$ cat src/mst_pkg.sv
// constants, field layouts and types for the mmu control and shadow tlb
package mst_pkg;
    localparam int XW       = 32;
    localparam int PTW      = 8;
    localparam int PGW      = 12;
    localparam int EPNW     = XW - PGW;
    localparam int I_ENT    = 4;
    localparam int D_ENT    = 8;
    localparam int I_IDXW   = 2;
    localparam int D_IDXW   = 3;
    localparam int PENALTY_CYC = 3;
    // mmu_control fields, little-endian index (bit 31 - printed position)
    localparam int MC_NOALLOC_POS  = 24;
    localparam int MC_PGALLOC_POS  = 21;
    localparam int MC_DFLUSH_POS   = 19;
    localparam int MC_IINVAL_POS   = 18;
    localparam int MC_SPACE_POS    = 16;
    localparam int MC_IDENT_LSB    = 0;
    localparam logic [XW-1:0]  MC_RESET  = 32'h0000_0000;
    localparam logic [PTW-1:0] PID_RESET = 8'h00;
    localparam logic [PTW-1:0] GLOBAL_TAG = 8'h00;
    localparam logic [XW-PTW-1:0] PID_RSVD = 24'h00_0000;

    typedef struct packed {
        logic            valid;
        logic            space;
        logic [PTW-1:0]  tag;
        logic [EPNW-1:0] epn;
        logic [EPNW-1:0] rpn;
        logic            u2;
        logic            wt;
    } mst_entry_t;

    typedef struct packed {
        logic            req;
        logic [XW-1:0]   ea;
    } mst_access_t;

    typedef enum logic [0:0] {
        MST_SPR_PID    = 1'b0,
        MST_SPR_MMUCTL = 1'b1
    } mst_spr_t;

    typedef enum logic [1:0] {
        MST_IDLE = 2'b00,
        MST_LOOK = 2'b01,
        MST_FILL = 2'b10
    } mst_state_t;
endpackage

$ cat src/mst_top.sv
// mmu control fields, process ident register and shadow translation arrays
// Notes on behaviour
// - page-attr enable 0: global no-allocate field alone decides store alloc
// - page-attr enable 1: ignore global field, page user attr two decides
// - page control, attr two 0: store miss allocates line
// - no allocate: store goes to memory only, write-through ignored
// - flush lock enable and user mode: data flush raises lock exception
// - invalidate lock enable and user mode: icache invalidate raises it
// - lock exception raised regardless of line lock or hit
// - flush enable 0 or supervisor: data flush proceeds normally
// - invalidate enable 0 or supervisor: invalidate proceeds normally
// - space bit vs instr/data space bit, search space for search
// - tag vs process ident for accesses, search ident for search
// - entry word 0 read/write moves tag via search ident field
// - process ident register 32 bits, only low 8 defined
// - entry tag 0 is global, process ident ignored
// - process ident written by move-to, read by move-from
// - four-entry instr shadow array, eight-entry data shadow array
// - shadow hit adds no latency
// - shadow miss stalls, unified lookup, three-cycle penalty on hit
// - unified miss reports instr or data translation miss exception
// - round-robin refill replaces oldest shadow entry
// - any context synchronization invalidates both shadow arrays
// - unified entry write neither synchronizes nor touches shadows
`timescale 1ns/10ps
`default_nettype none
module mst_top
    import mst_pkg::*;
(
    input  wire logic                     clk,
    input  wire logic                     arst_n,
    input  wire logic                     clk_en,
    // special register move port
    input  wire logic                     spr_wr,
    input  wire logic                     spr_rd,
    input  wire mst_pkg::mst_spr_t        spr_sel,
    input  wire logic [mst_pkg::XW-1:0]   spr_wdata,
    output logic [mst_pkg::XW-1:0]        spr_rdata,
    // machine state
    input  wire logic                     problem_state_bit,
    input  wire logic                     instr_space_bit,
    input  wire logic                     data_space_bit,
    input  wire logic                     ctx_sync,
    // fetch and data accesses
    input  wire mst_pkg::mst_access_t     if_acc,
    output logic                          if_ready,
    output logic [mst_pkg::XW-1:0]        if_pa,
    output logic                          if_tlb_miss_exc,
    input  wire mst_pkg::mst_access_t     d_acc,
    output logic                          d_ready,
    output logic [mst_pkg::XW-1:0]        d_pa,
    output logic                          d_tlb_miss_exc,
    // store miss allocation
    input  wire logic                     st_cache_miss,
    output logic                          st_allocate,
    output logic                          st_mem_only,
    // cache management lock checks
    input  wire logic                     dflush_op,
    input  wire logic                     iinval_op,
    output logic                          dflush_go,
    output logic                          iinval_go,
    output logic                          lock_dsi_exc,
    // unified array lookup port
    output logic                          unified_xlate_array_req,
    output logic                          unified_xlate_array_space,
    output logic [mst_pkg::PTW-1:0]       unified_xlate_array_tag,
    output logic [mst_pkg::EPNW-1:0]      unified_xlate_array_epn,
    input  wire logic                     unified_xlate_array_hit,
    input  wire mst_pkg::mst_entry_t      unified_xlate_array_entry,
    // search and word-0 transfer
    output logic                          srch_space,
    output logic [mst_pkg::PTW-1:0]       srch_tag,
    input  wire logic                     tlbre_w0,
    input  wire logic [mst_pkg::PTW-1:0]  tlbre_w0_tag,
    output logic [mst_pkg::PTW-1:0]       tlbwe_w0_tag
);
    import mst_pkg::*;

    function automatic logic entry_match(
        input mst_entry_t     e,
        input logic           space,
        input logic [PTW-1:0] process_ident_reg,
        input logic [XW-1:0]  ea
    );
        entry_match = e.valid && (e.space == space) &&
                      (e.epn == ea[XW-1:PGW]) &&
                      ((e.tag == GLOBAL_TAG) || (e.tag == process_ident_reg));
    endfunction

    logic [XW-1:0]     mmu_control_q;
    logic [PTW-1:0]    process_ident_q;
    logic [XW-1:0]     rdata_q;
    mst_entry_t        ishadow_q [I_ENT];
    mst_entry_t        dshadow_q [D_ENT];
    logic [I_IDXW-1:0] irr_q;
    logic [D_IDXW-1:0] drr_q;
    mst_state_t        state_q;
    logic              miss_data_q;
    logic              miss_space_q;
    logic [EPNW-1:0]   miss_epn_q;
    mst_entry_t        fill_q;

    logic global_no_alloc;
    logic page_attr_alloc_enable;
    logic dflush_lock_exc_enable;
    logic iinval_lock_exc_enable;
    logic [PTW-1:0] search_ident_field;

    assign global_no_alloc        = mmu_control_q[MC_NOALLOC_POS];
    assign page_attr_alloc_enable = mmu_control_q[MC_PGALLOC_POS];
    assign dflush_lock_exc_enable = mmu_control_q[MC_DFLUSH_POS];
    assign iinval_lock_exc_enable = mmu_control_q[MC_IINVAL_POS];
    assign search_ident_field     = mmu_control_q[MC_IDENT_LSB +: PTW];
    assign srch_space = mmu_control_q[MC_SPACE_POS];
    assign srch_tag   = search_ident_field;
    assign tlbwe_w0_tag = search_ident_field;

    // special registers
    always_ff @(posedge clk or negedge arst_n) begin
        if (!arst_n) begin
            process_ident_q <= PID_RESET;
        end else if (clk_en && spr_wr && spr_sel == MST_SPR_PID) begin
            process_ident_q <= spr_wdata[PTW-1:0];
        end
    end

    always_ff @(posedge clk or negedge arst_n) begin
        if (!arst_n) begin
            mmu_control_q <= MC_RESET;
        end else if (clk_en) begin
            if (spr_wr && spr_sel == MST_SPR_MMUCTL) begin
                mmu_control_q <= spr_wdata;
            end
            // entry read of word 0 lands its tag here, not in the gpr
            if (tlbre_w0) begin
                mmu_control_q[MC_IDENT_LSB +: PTW] <= tlbre_w0_tag;
            end
        end
    end

    always_ff @(posedge clk or negedge arst_n) begin
        if (!arst_n) begin
            rdata_q <= '0;
        end else if (clk_en && spr_rd) begin
            if (spr_sel == MST_SPR_PID) begin
                rdata_q <= {PID_RSVD, process_ident_q};
            end else begin
                rdata_q <= mmu_control_q;
            end
        end
    end
    assign spr_rdata = rdata_q;

    // shadow lookups, zero added latency on a hit
    logic [I_ENT-1:0] ihit_vec;
    logic [D_ENT-1:0] dhit_vec;
    mst_entry_t       ient;
    mst_entry_t       dent;

    for (genvar i = 0; i < I_ENT; i++) begin : g_imatch
        assign ihit_vec[i] = entry_match(ishadow_q[i], instr_space_bit,
            process_ident_q, if_acc.ea);
    end
    for (genvar i = 0; i < D_ENT; i++) begin : g_dmatch
        assign dhit_vec[i] = entry_match(dshadow_q[i], data_space_bit,
                                         process_ident_q, d_acc.ea);
    end

    always_comb begin
        ient = '0;
        for (int k = 0; k < I_ENT; k++) begin
            if (ihit_vec[k]) begin
                ient = ishadow_q[k];
            end
        end
    end
    always_comb begin
        dent = '0;
        for (int k = 0; k < D_ENT; k++) begin
            if (dhit_vec[k]) begin
                dent = dshadow_q[k];
            end
        end
    end

    logic ihit;
    logic dhit;
    assign ihit = |ihit_vec;
    assign dhit = |dhit_vec;
    // hit passes straight through; a miss holds ready low (stall)
    assign if_ready = if_acc.req && ihit;
    assign d_ready  = d_acc.req && dhit;
    assign if_pa = {ient.rpn, if_acc.ea[PGW-1:0]};
    assign d_pa  = {dent.rpn, d_acc.ea[PGW-1:0]};

    // store miss allocation choice
    logic alloc;
    always_comb begin
        if (page_attr_alloc_enable) begin
            alloc = !dent.u2;
        end else begin
            alloc = !global_no_alloc;
        end
    end
    assign st_allocate = d_ready && st_cache_miss && alloc;
    // write-through attribute has no say once allocation is off
    assign st_mem_only = d_ready && st_cache_miss && !alloc;

    // decided ahead of the cache lookup, so lock and hit state never enter
    logic dlock;
    logic ilock;
    assign dlock = dflush_op && dflush_lock_exc_enable &&
                   problem_state_bit;
    assign ilock = iinval_op && iinval_lock_exc_enable &&
                   problem_state_bit;
    assign lock_dsi_exc = dlock || ilock;
    assign dflush_go = dflush_op && !dlock;
    assign iinval_go = iinval_op && !ilock;

    // miss sequencer: miss cycle, look, fill gives three lost cycles
    logic imiss;
    logic dmiss;
    logic look_miss;
    assign imiss = if_acc.req && !ihit;
    assign dmiss = d_acc.req && !dhit;
    assign look_miss = (state_q == MST_LOOK) && !unified_xlate_array_hit;
    assign if_tlb_miss_exc = look_miss && !miss_data_q;
    assign d_tlb_miss_exc  = look_miss && miss_data_q;

    always_ff @(posedge clk or negedge arst_n) begin
        if (!arst_n) begin
            state_q <= MST_IDLE;
        end else if (clk_en) begin
            case (state_q)
                MST_IDLE: begin
                    if ((imiss || dmiss) && !ctx_sync) begin
                        state_q <= MST_LOOK;
                    end
                end
                MST_LOOK: begin
                    if (unified_xlate_array_hit && !ctx_sync) begin
                        state_q <= MST_FILL;
                    end else begin
                        state_q <= MST_IDLE;
                    end
                end
                MST_FILL: begin
                    state_q <= MST_IDLE;
                end
                default: begin
                    state_q <= MST_IDLE;
                end
            endcase
        end
    end

    // data misses win the shared unified port over fetch misses
    always_ff @(posedge clk or negedge arst_n) begin
        if (!arst_n) begin
            miss_data_q  <= 1'b0;
            miss_space_q <= 1'b0;
            miss_epn_q   <= '0;
        end else if (clk_en && state_q == MST_IDLE) begin
            if (dmiss) begin
                miss_data_q  <= 1'b1;
                miss_space_q <= data_space_bit;
                miss_epn_q   <= d_acc.ea[XW-1:PGW];
            end else if (imiss) begin
                miss_data_q  <= 1'b0;
                miss_space_q <= instr_space_bit;
                miss_epn_q   <= if_acc.ea[XW-1:PGW];
            end
        end
    end

    assign unified_xlate_array_req   = (state_q == MST_LOOK);
    assign unified_xlate_array_space = miss_space_q;
    assign unified_xlate_array_tag   = process_ident_q;
    assign unified_xlate_array_epn   = miss_epn_q;

    always_ff @(posedge clk or negedge arst_n) begin
        if (!arst_n) begin
            fill_q <= '0;
        end else if (clk_en && state_q == MST_LOOK) begin
            fill_q       <= unified_xlate_array_entry;
            fill_q.valid <= 1'b1;
        end
    end

    // a sync during a refill drops the fill so nothing stale survives
    logic fill_en;
    assign fill_en = (state_q == MST_FILL) && !ctx_sync;

    always_ff @(posedge clk or negedge arst_n) begin
        if (!arst_n) begin
            irr_q <= '0;
            drr_q <= '0;
        end else if (clk_en && fill_en) begin
            if (miss_data_q) begin
                drr_q <= drr_q + 1'b1;
            end else begin
                irr_q <= irr_q + 1'b1;
            end
        end
    end

    // unified entry writes have no path in here, so shadows stay put
    for (genvar i = 0; i < I_ENT; i++) begin : g_ientry
        always_ff @(posedge clk or negedge arst_n) begin
            if (!arst_n) begin
                ishadow_q[i] <= '0;
            end else if (clk_en) begin
                if (ctx_sync) begin
                    ishadow_q[i].valid <= 1'b0;
                end else if (fill_en && !miss_data_q &&
                             irr_q == I_IDXW'(i)) begin
                    ishadow_q[i] <= fill_q;
                end
            end
        end
    end
    for (genvar i = 0; i < D_ENT; i++) begin : g_dentry
        always_ff @(posedge clk or negedge arst_n) begin
            if (!arst_n) begin
                dshadow_q[i] <= '0;
            end else if (clk_en) begin
                if (ctx_sync) begin
                    dshadow_q[i].valid <= 1'b0;
                end else if (fill_en && miss_data_q &&
                             drr_q == D_IDXW'(i)) begin
                    dshadow_q[i] <= fill_q;
                end
            end
        end
    end
endmodule // mst_top
`default_nettype wire

$ cat config.mk
export PLATFORM = sky130hd
export DESIGN_NAME = mst_top
export DESIGN_NICKNAME = d
export VERILOG_FILES = /design/src/mst_pkg.sv /design/src/mst_top.sv
export SDC_FILE = /design/constraint.sdc
export NUM_CORES = 1
export LEC_CHECK = 0
export ABC_CLOCK_PERIOD_IN_PS = 8100
export BUFFER_PORTS_ARGS = -buffer_cell sky130_fd_sc_hd__buf_2
export CAP_MARGIN = 20
export CORE_MARGIN = 2
export CORE_UTILIZATION = 45
export CTS_CLUSTER_SIZE = 25
export DETAILED_ROUTE_END_ITERATION = 8
export PLACE_DENSITY = 0.6
export REMOVE_ABC_BUFFERS = 1
export SLEW_MARGIN = 10
export SYNTH_ARGS = -nofsm -noshare
export SYNTH_HDL_FRONTEND = slang
export SYNTH_SLANG_ARGS = --single-unit
$ cat constraint.sdc
create_clock -name clk -period 8.1 [get_ports clk]
set_input_delay 2.43 -clock clk [delete_from_list [all_inputs] [get_ports clk]]
set_output_delay 2.43 -clock clk [all_outputs]
set_load 0.03 [all_outputs]
==> metrics <==
first-pass GRT wire length 149000 um; Post CTS Setup Buffer Count 0; part of the power in registers 0.486; WP data arrival 5510 ps; grt ovf 0; reg-to-reg setup timing slack 4250 ps; share of cells above drive strength 1 0.383; final count of pins violating max slew 0; Post-CTS Resized 0; worst path bufs/invs 4; Hold Path Sink spr_rdata[22]; register bit total from synthesis 760; clock buffer depth 3; Die Ht 287 um; clock group share of total power 0.406; largest net degree at the start of global routing 162; Reg-to-Reg Start unified_xlate_array_tag[4]; Worst-path clk slew 50 ps; DRT Wirelength 97900 um; worst r2r path cells 12; Die ar. 82300 um2; Yosys top cell area share 0.528; min cycle time layout 7940 ps; final instance area 41000 um2; number of synthesized flops with an enable pin 0; startpoint types primary input; Num Clock Sinks 760; Final Wtd Congestion 0.813; Yosys warning count 0; # IOs 325; Synth Flop Type dfrtp_1; post-synth cell types 52; # hold bufs at CTS 0; Worst Hold Class reg -> reg; Vias 23500; DRT iter0 DRCs 1311; syn avg cell area 12.3 um2; multi-input logic area 15500 um2; cell family with most CP delay simple AND/OR/NAND/NOR gates; DIE WIDTH 287 um; antenna-violating nets left 0; Via density 5.58; R2R Path End unified_xlate_array_epn[14]; Seq/Total Area, Yosys 0.528; max incr delay on CP 540 ps; Cell Chain, Critical Path buf_2, buf_4, xor2_1, nor4_1, nand4_1, or3_1, buf_4, nand4_1, nor2_1, nor4bb_1, buf_2; vias in the first global route 24100; area delta synth->final 13.9%; MaxCap Viol Count 0; Syn Inst Count 2934; RSZ-0062 raised after global routing false; DRC viols 0; core area 79100 um2; hold_sp spr_rdata[22]; Num CTS Buffers 85; Final Setup Violations 0; status complete, no violations; Reg area 19000 um2; CTS HTree Levels 3; period utilization 0.980; fmax 0.126 GHz; CP Max Fanout 7; clk_lat worst skew 650 ps; antenna violations before repair 3; CP Capture Type output pin; Cell Area, Synth 36000 um2; worst vdd ir 0.173 mV; cell depth of the worst hold path 2; # fillers 6834; Initial Util 0.455; Final Util 0.518; Async SR Flop Fraction 1.00; Clock Skews 33.3 ps; Slew @ Worst Pin 1040 ps; PortBufs 274; Avg WL per Cell 23.3 um; Synth area leaders dfrtp_1, mux2_2, xor2_1; post-detail-place hpwl 62100 um; Slew headroom 0.307; clk root buf clkbuf_16; placed instance area 38100 um2; NetSw 2760 uW; nets 3275; Int Power 6760 uW; Required @ worst endpoint 5670 ps; combinational power share 0.108; Std-Cell Rows 103; drt pass-1 iters 5; PD cells 232 nW/um2; Net Sw Frac 0.290; worst setup path class in -> out; Hold WS 461 ps; Worst path slowest cell or3_1; Leakage 0.0211 uW; post-synth top area cell dfrtp_1; number of hold violations in the final report 0; Global Route Usage Sum 0.239; CTS tree yes
[layout by cell type (no fill, tap or decap), types with 3 or more instances in the layout]
| cell | count |
|---|---|
| nor2_1 | 78 |
| o21ai_0 | 130 |
| buf_12 | 9 |
| nand2_4 | 4 |
| buf_2 | 273 |
| nor3_2 | 4 |
| nand3_2 | 3 |
| a21oi_1 | 20 |
| mux2_2 | 698 |
| bufinv_16 | 5 |
| dfrtp_1 | 760 |
| nand2_2 | 6 |
| clkbuf_16 | 86 |
| inv_1 | 51 |
| o22ai_1 | 18 |
| clkinv_2 | 15 |
| xor2_1 | 264 |
| clkinvlp_4 | 3 |
| ha_1 | 10 |
| a21boi_0 | 21 |
| buf_4 | 71 |
| a22o_1 | 3 |
| a22oi_1 | 10 |
| and3_1 | 27 |
| nor4_1 | 94 |
| nand2b_1 | 4 |
| nor2b_1 | 5 |
| mux2i_1 | 37 |
| clkbuf_8 | 18 |
| and2_1 | 8 |
| clkbuf_1 | 20 |
| xnor2_1 | 86 |
| nand3_1 | 40 |
| nand2_1 | 154 |
| nand4_1 | 38 |
| or3_1 | 10 |
| a221o_1 | 22 |
| a32oi_1 | 19 |
[per-layer routing]
layer | vias to the layer above | share of wire | track usage
met4 | 4 | 0.021 | 0.0663
met2 | 599 | 0.49 | 0.405
met5 | - | 0.00028 | 0
met3 | 130 | 0.046 | 0.0335
li1 | 10500 | - | -
met1 | 12200 | 0.44 | 0.320
[power groups by stage]
stage	Combinational (uW)	Clock (uW)	Sequential, uW
after floorplan	478	0	4550
after global placement	1000	0	4680
after detailed placement	1030	0	4700
after CTS	1030	3950	4640
after global routing	1110	4130	4680
final	1020	3870	4630
[area by class of cell]
cell class,count,share of cell area
multi-input cells,1839,0.379
clock buffers,124,0.0604
well taps,1050,0.0320
repair buffers,355,0.0518
clock inverters,29,0.00848
inverters,51,0.00467
diodes,1,0.0000610
flip-flops and latches,760,0.464
[state kept, by name (all words and copies together) (netlist names)]
name,flops
dshadow_q,408
ishadow_q,200
fill_q,51
mmu_control_q,32
spr_rdata,32
unified_xlate_array_epn,20
unified_xlate_array_tag,8
drr_q,3
irr_q,2
state_q,2
miss_data_q,1
unified_xlate_array_space,1
[cell families (layout without fill, tap and decap cells)]
logic type	Yosys count	in the layout	share of synthesized area
buffers and inverters	335	559	0.0425
adder cells (fa/ha/maj)	10	10	0.00348
multiplexers	735	735	0.229
AND/OR/NAND/NOR	489	489	0.0672
other	0	1	0
AO/OA/AOI/OAI	255	255	0.0447
XOR/XNOR	350	350	0.0852
flip-flops	760	760	0.528
[cell usage after synthesis, types with 3 or more instances]
| master | count |
|---|---|
| o22ai_1 | 18 |
| nor2b_1 | 5 |
| dfrtp_1 | 760 |
| and3_1 | 27 |
| buf_1 | 49 |
| a32oi_1 | 19 |
| nor4_1 | 94 |
| nand2_1 | 164 |
| a21boi_0 | 21 |
| a221o_1 | 22 |
| buf_6 | 6 |
| or3_1 | 10 |
| xor2_1 | 264 |
| nand2b_1 | 4 |
| buf_2 | 35 |
| nor3_1 | 5 |
| mux2_2 | 698 |
| clkbuf_1 | 149 |
| nand3_1 | 43 |
| inv_1 | 51 |
| nor2_1 | 78 |
| buf_4 | 43 |
| ha_1 | 10 |
| mux2i_1 | 37 |
| xnor2_1 | 86 |
| nand4_1 | 38 |
| and2_1 | 8 |
| a22oi_1 | 10 |
| o21ai_0 | 130 |
| a21oi_1 | 20 |
| a22o_1 | 3 |
[per-stage QoR]
stage	std cells	setup WS (ps)	power [uW]	setup TNS (ps)
after floorplan	2650	-146	5020	-146
after global placement	4053	169	5680	0
after detailed placement	4053	152	5730	0
after CTS	4206	140	9620	0
after global routing	4208	64.9	9920	0
final	4209	160	9520	0
[worst max path at each step]
stage                          from          end  slack [ps]  depth (start not counted)
after global routing      d_acc[20]  st_allocate          60                         11
after floorplan           d_acc[12]  st_allocate        -150                          8
after CTS                 d_acc[20]  st_allocate         140                         11
after global placement    d_acc[20]  st_allocate         170                         11
final                     d_acc[20]  st_allocate         160                         11
after detailed placement  d_acc[20]  st_allocate         150                         11
[worst register-to-register path: stages, from the launching register on]
cell and delay (ps):
dfrtp_1 750, buf_4 330, xor2_1 170, nor4_1 70, a22oi_1 430, or3_1 190, buf_4 390, nand4_1 260
buf_4 280, or2_2 330, a21oi_1 120, buf_4 270, a221o_1 210
Note: power is estimated with default switching activity, not from simulation.
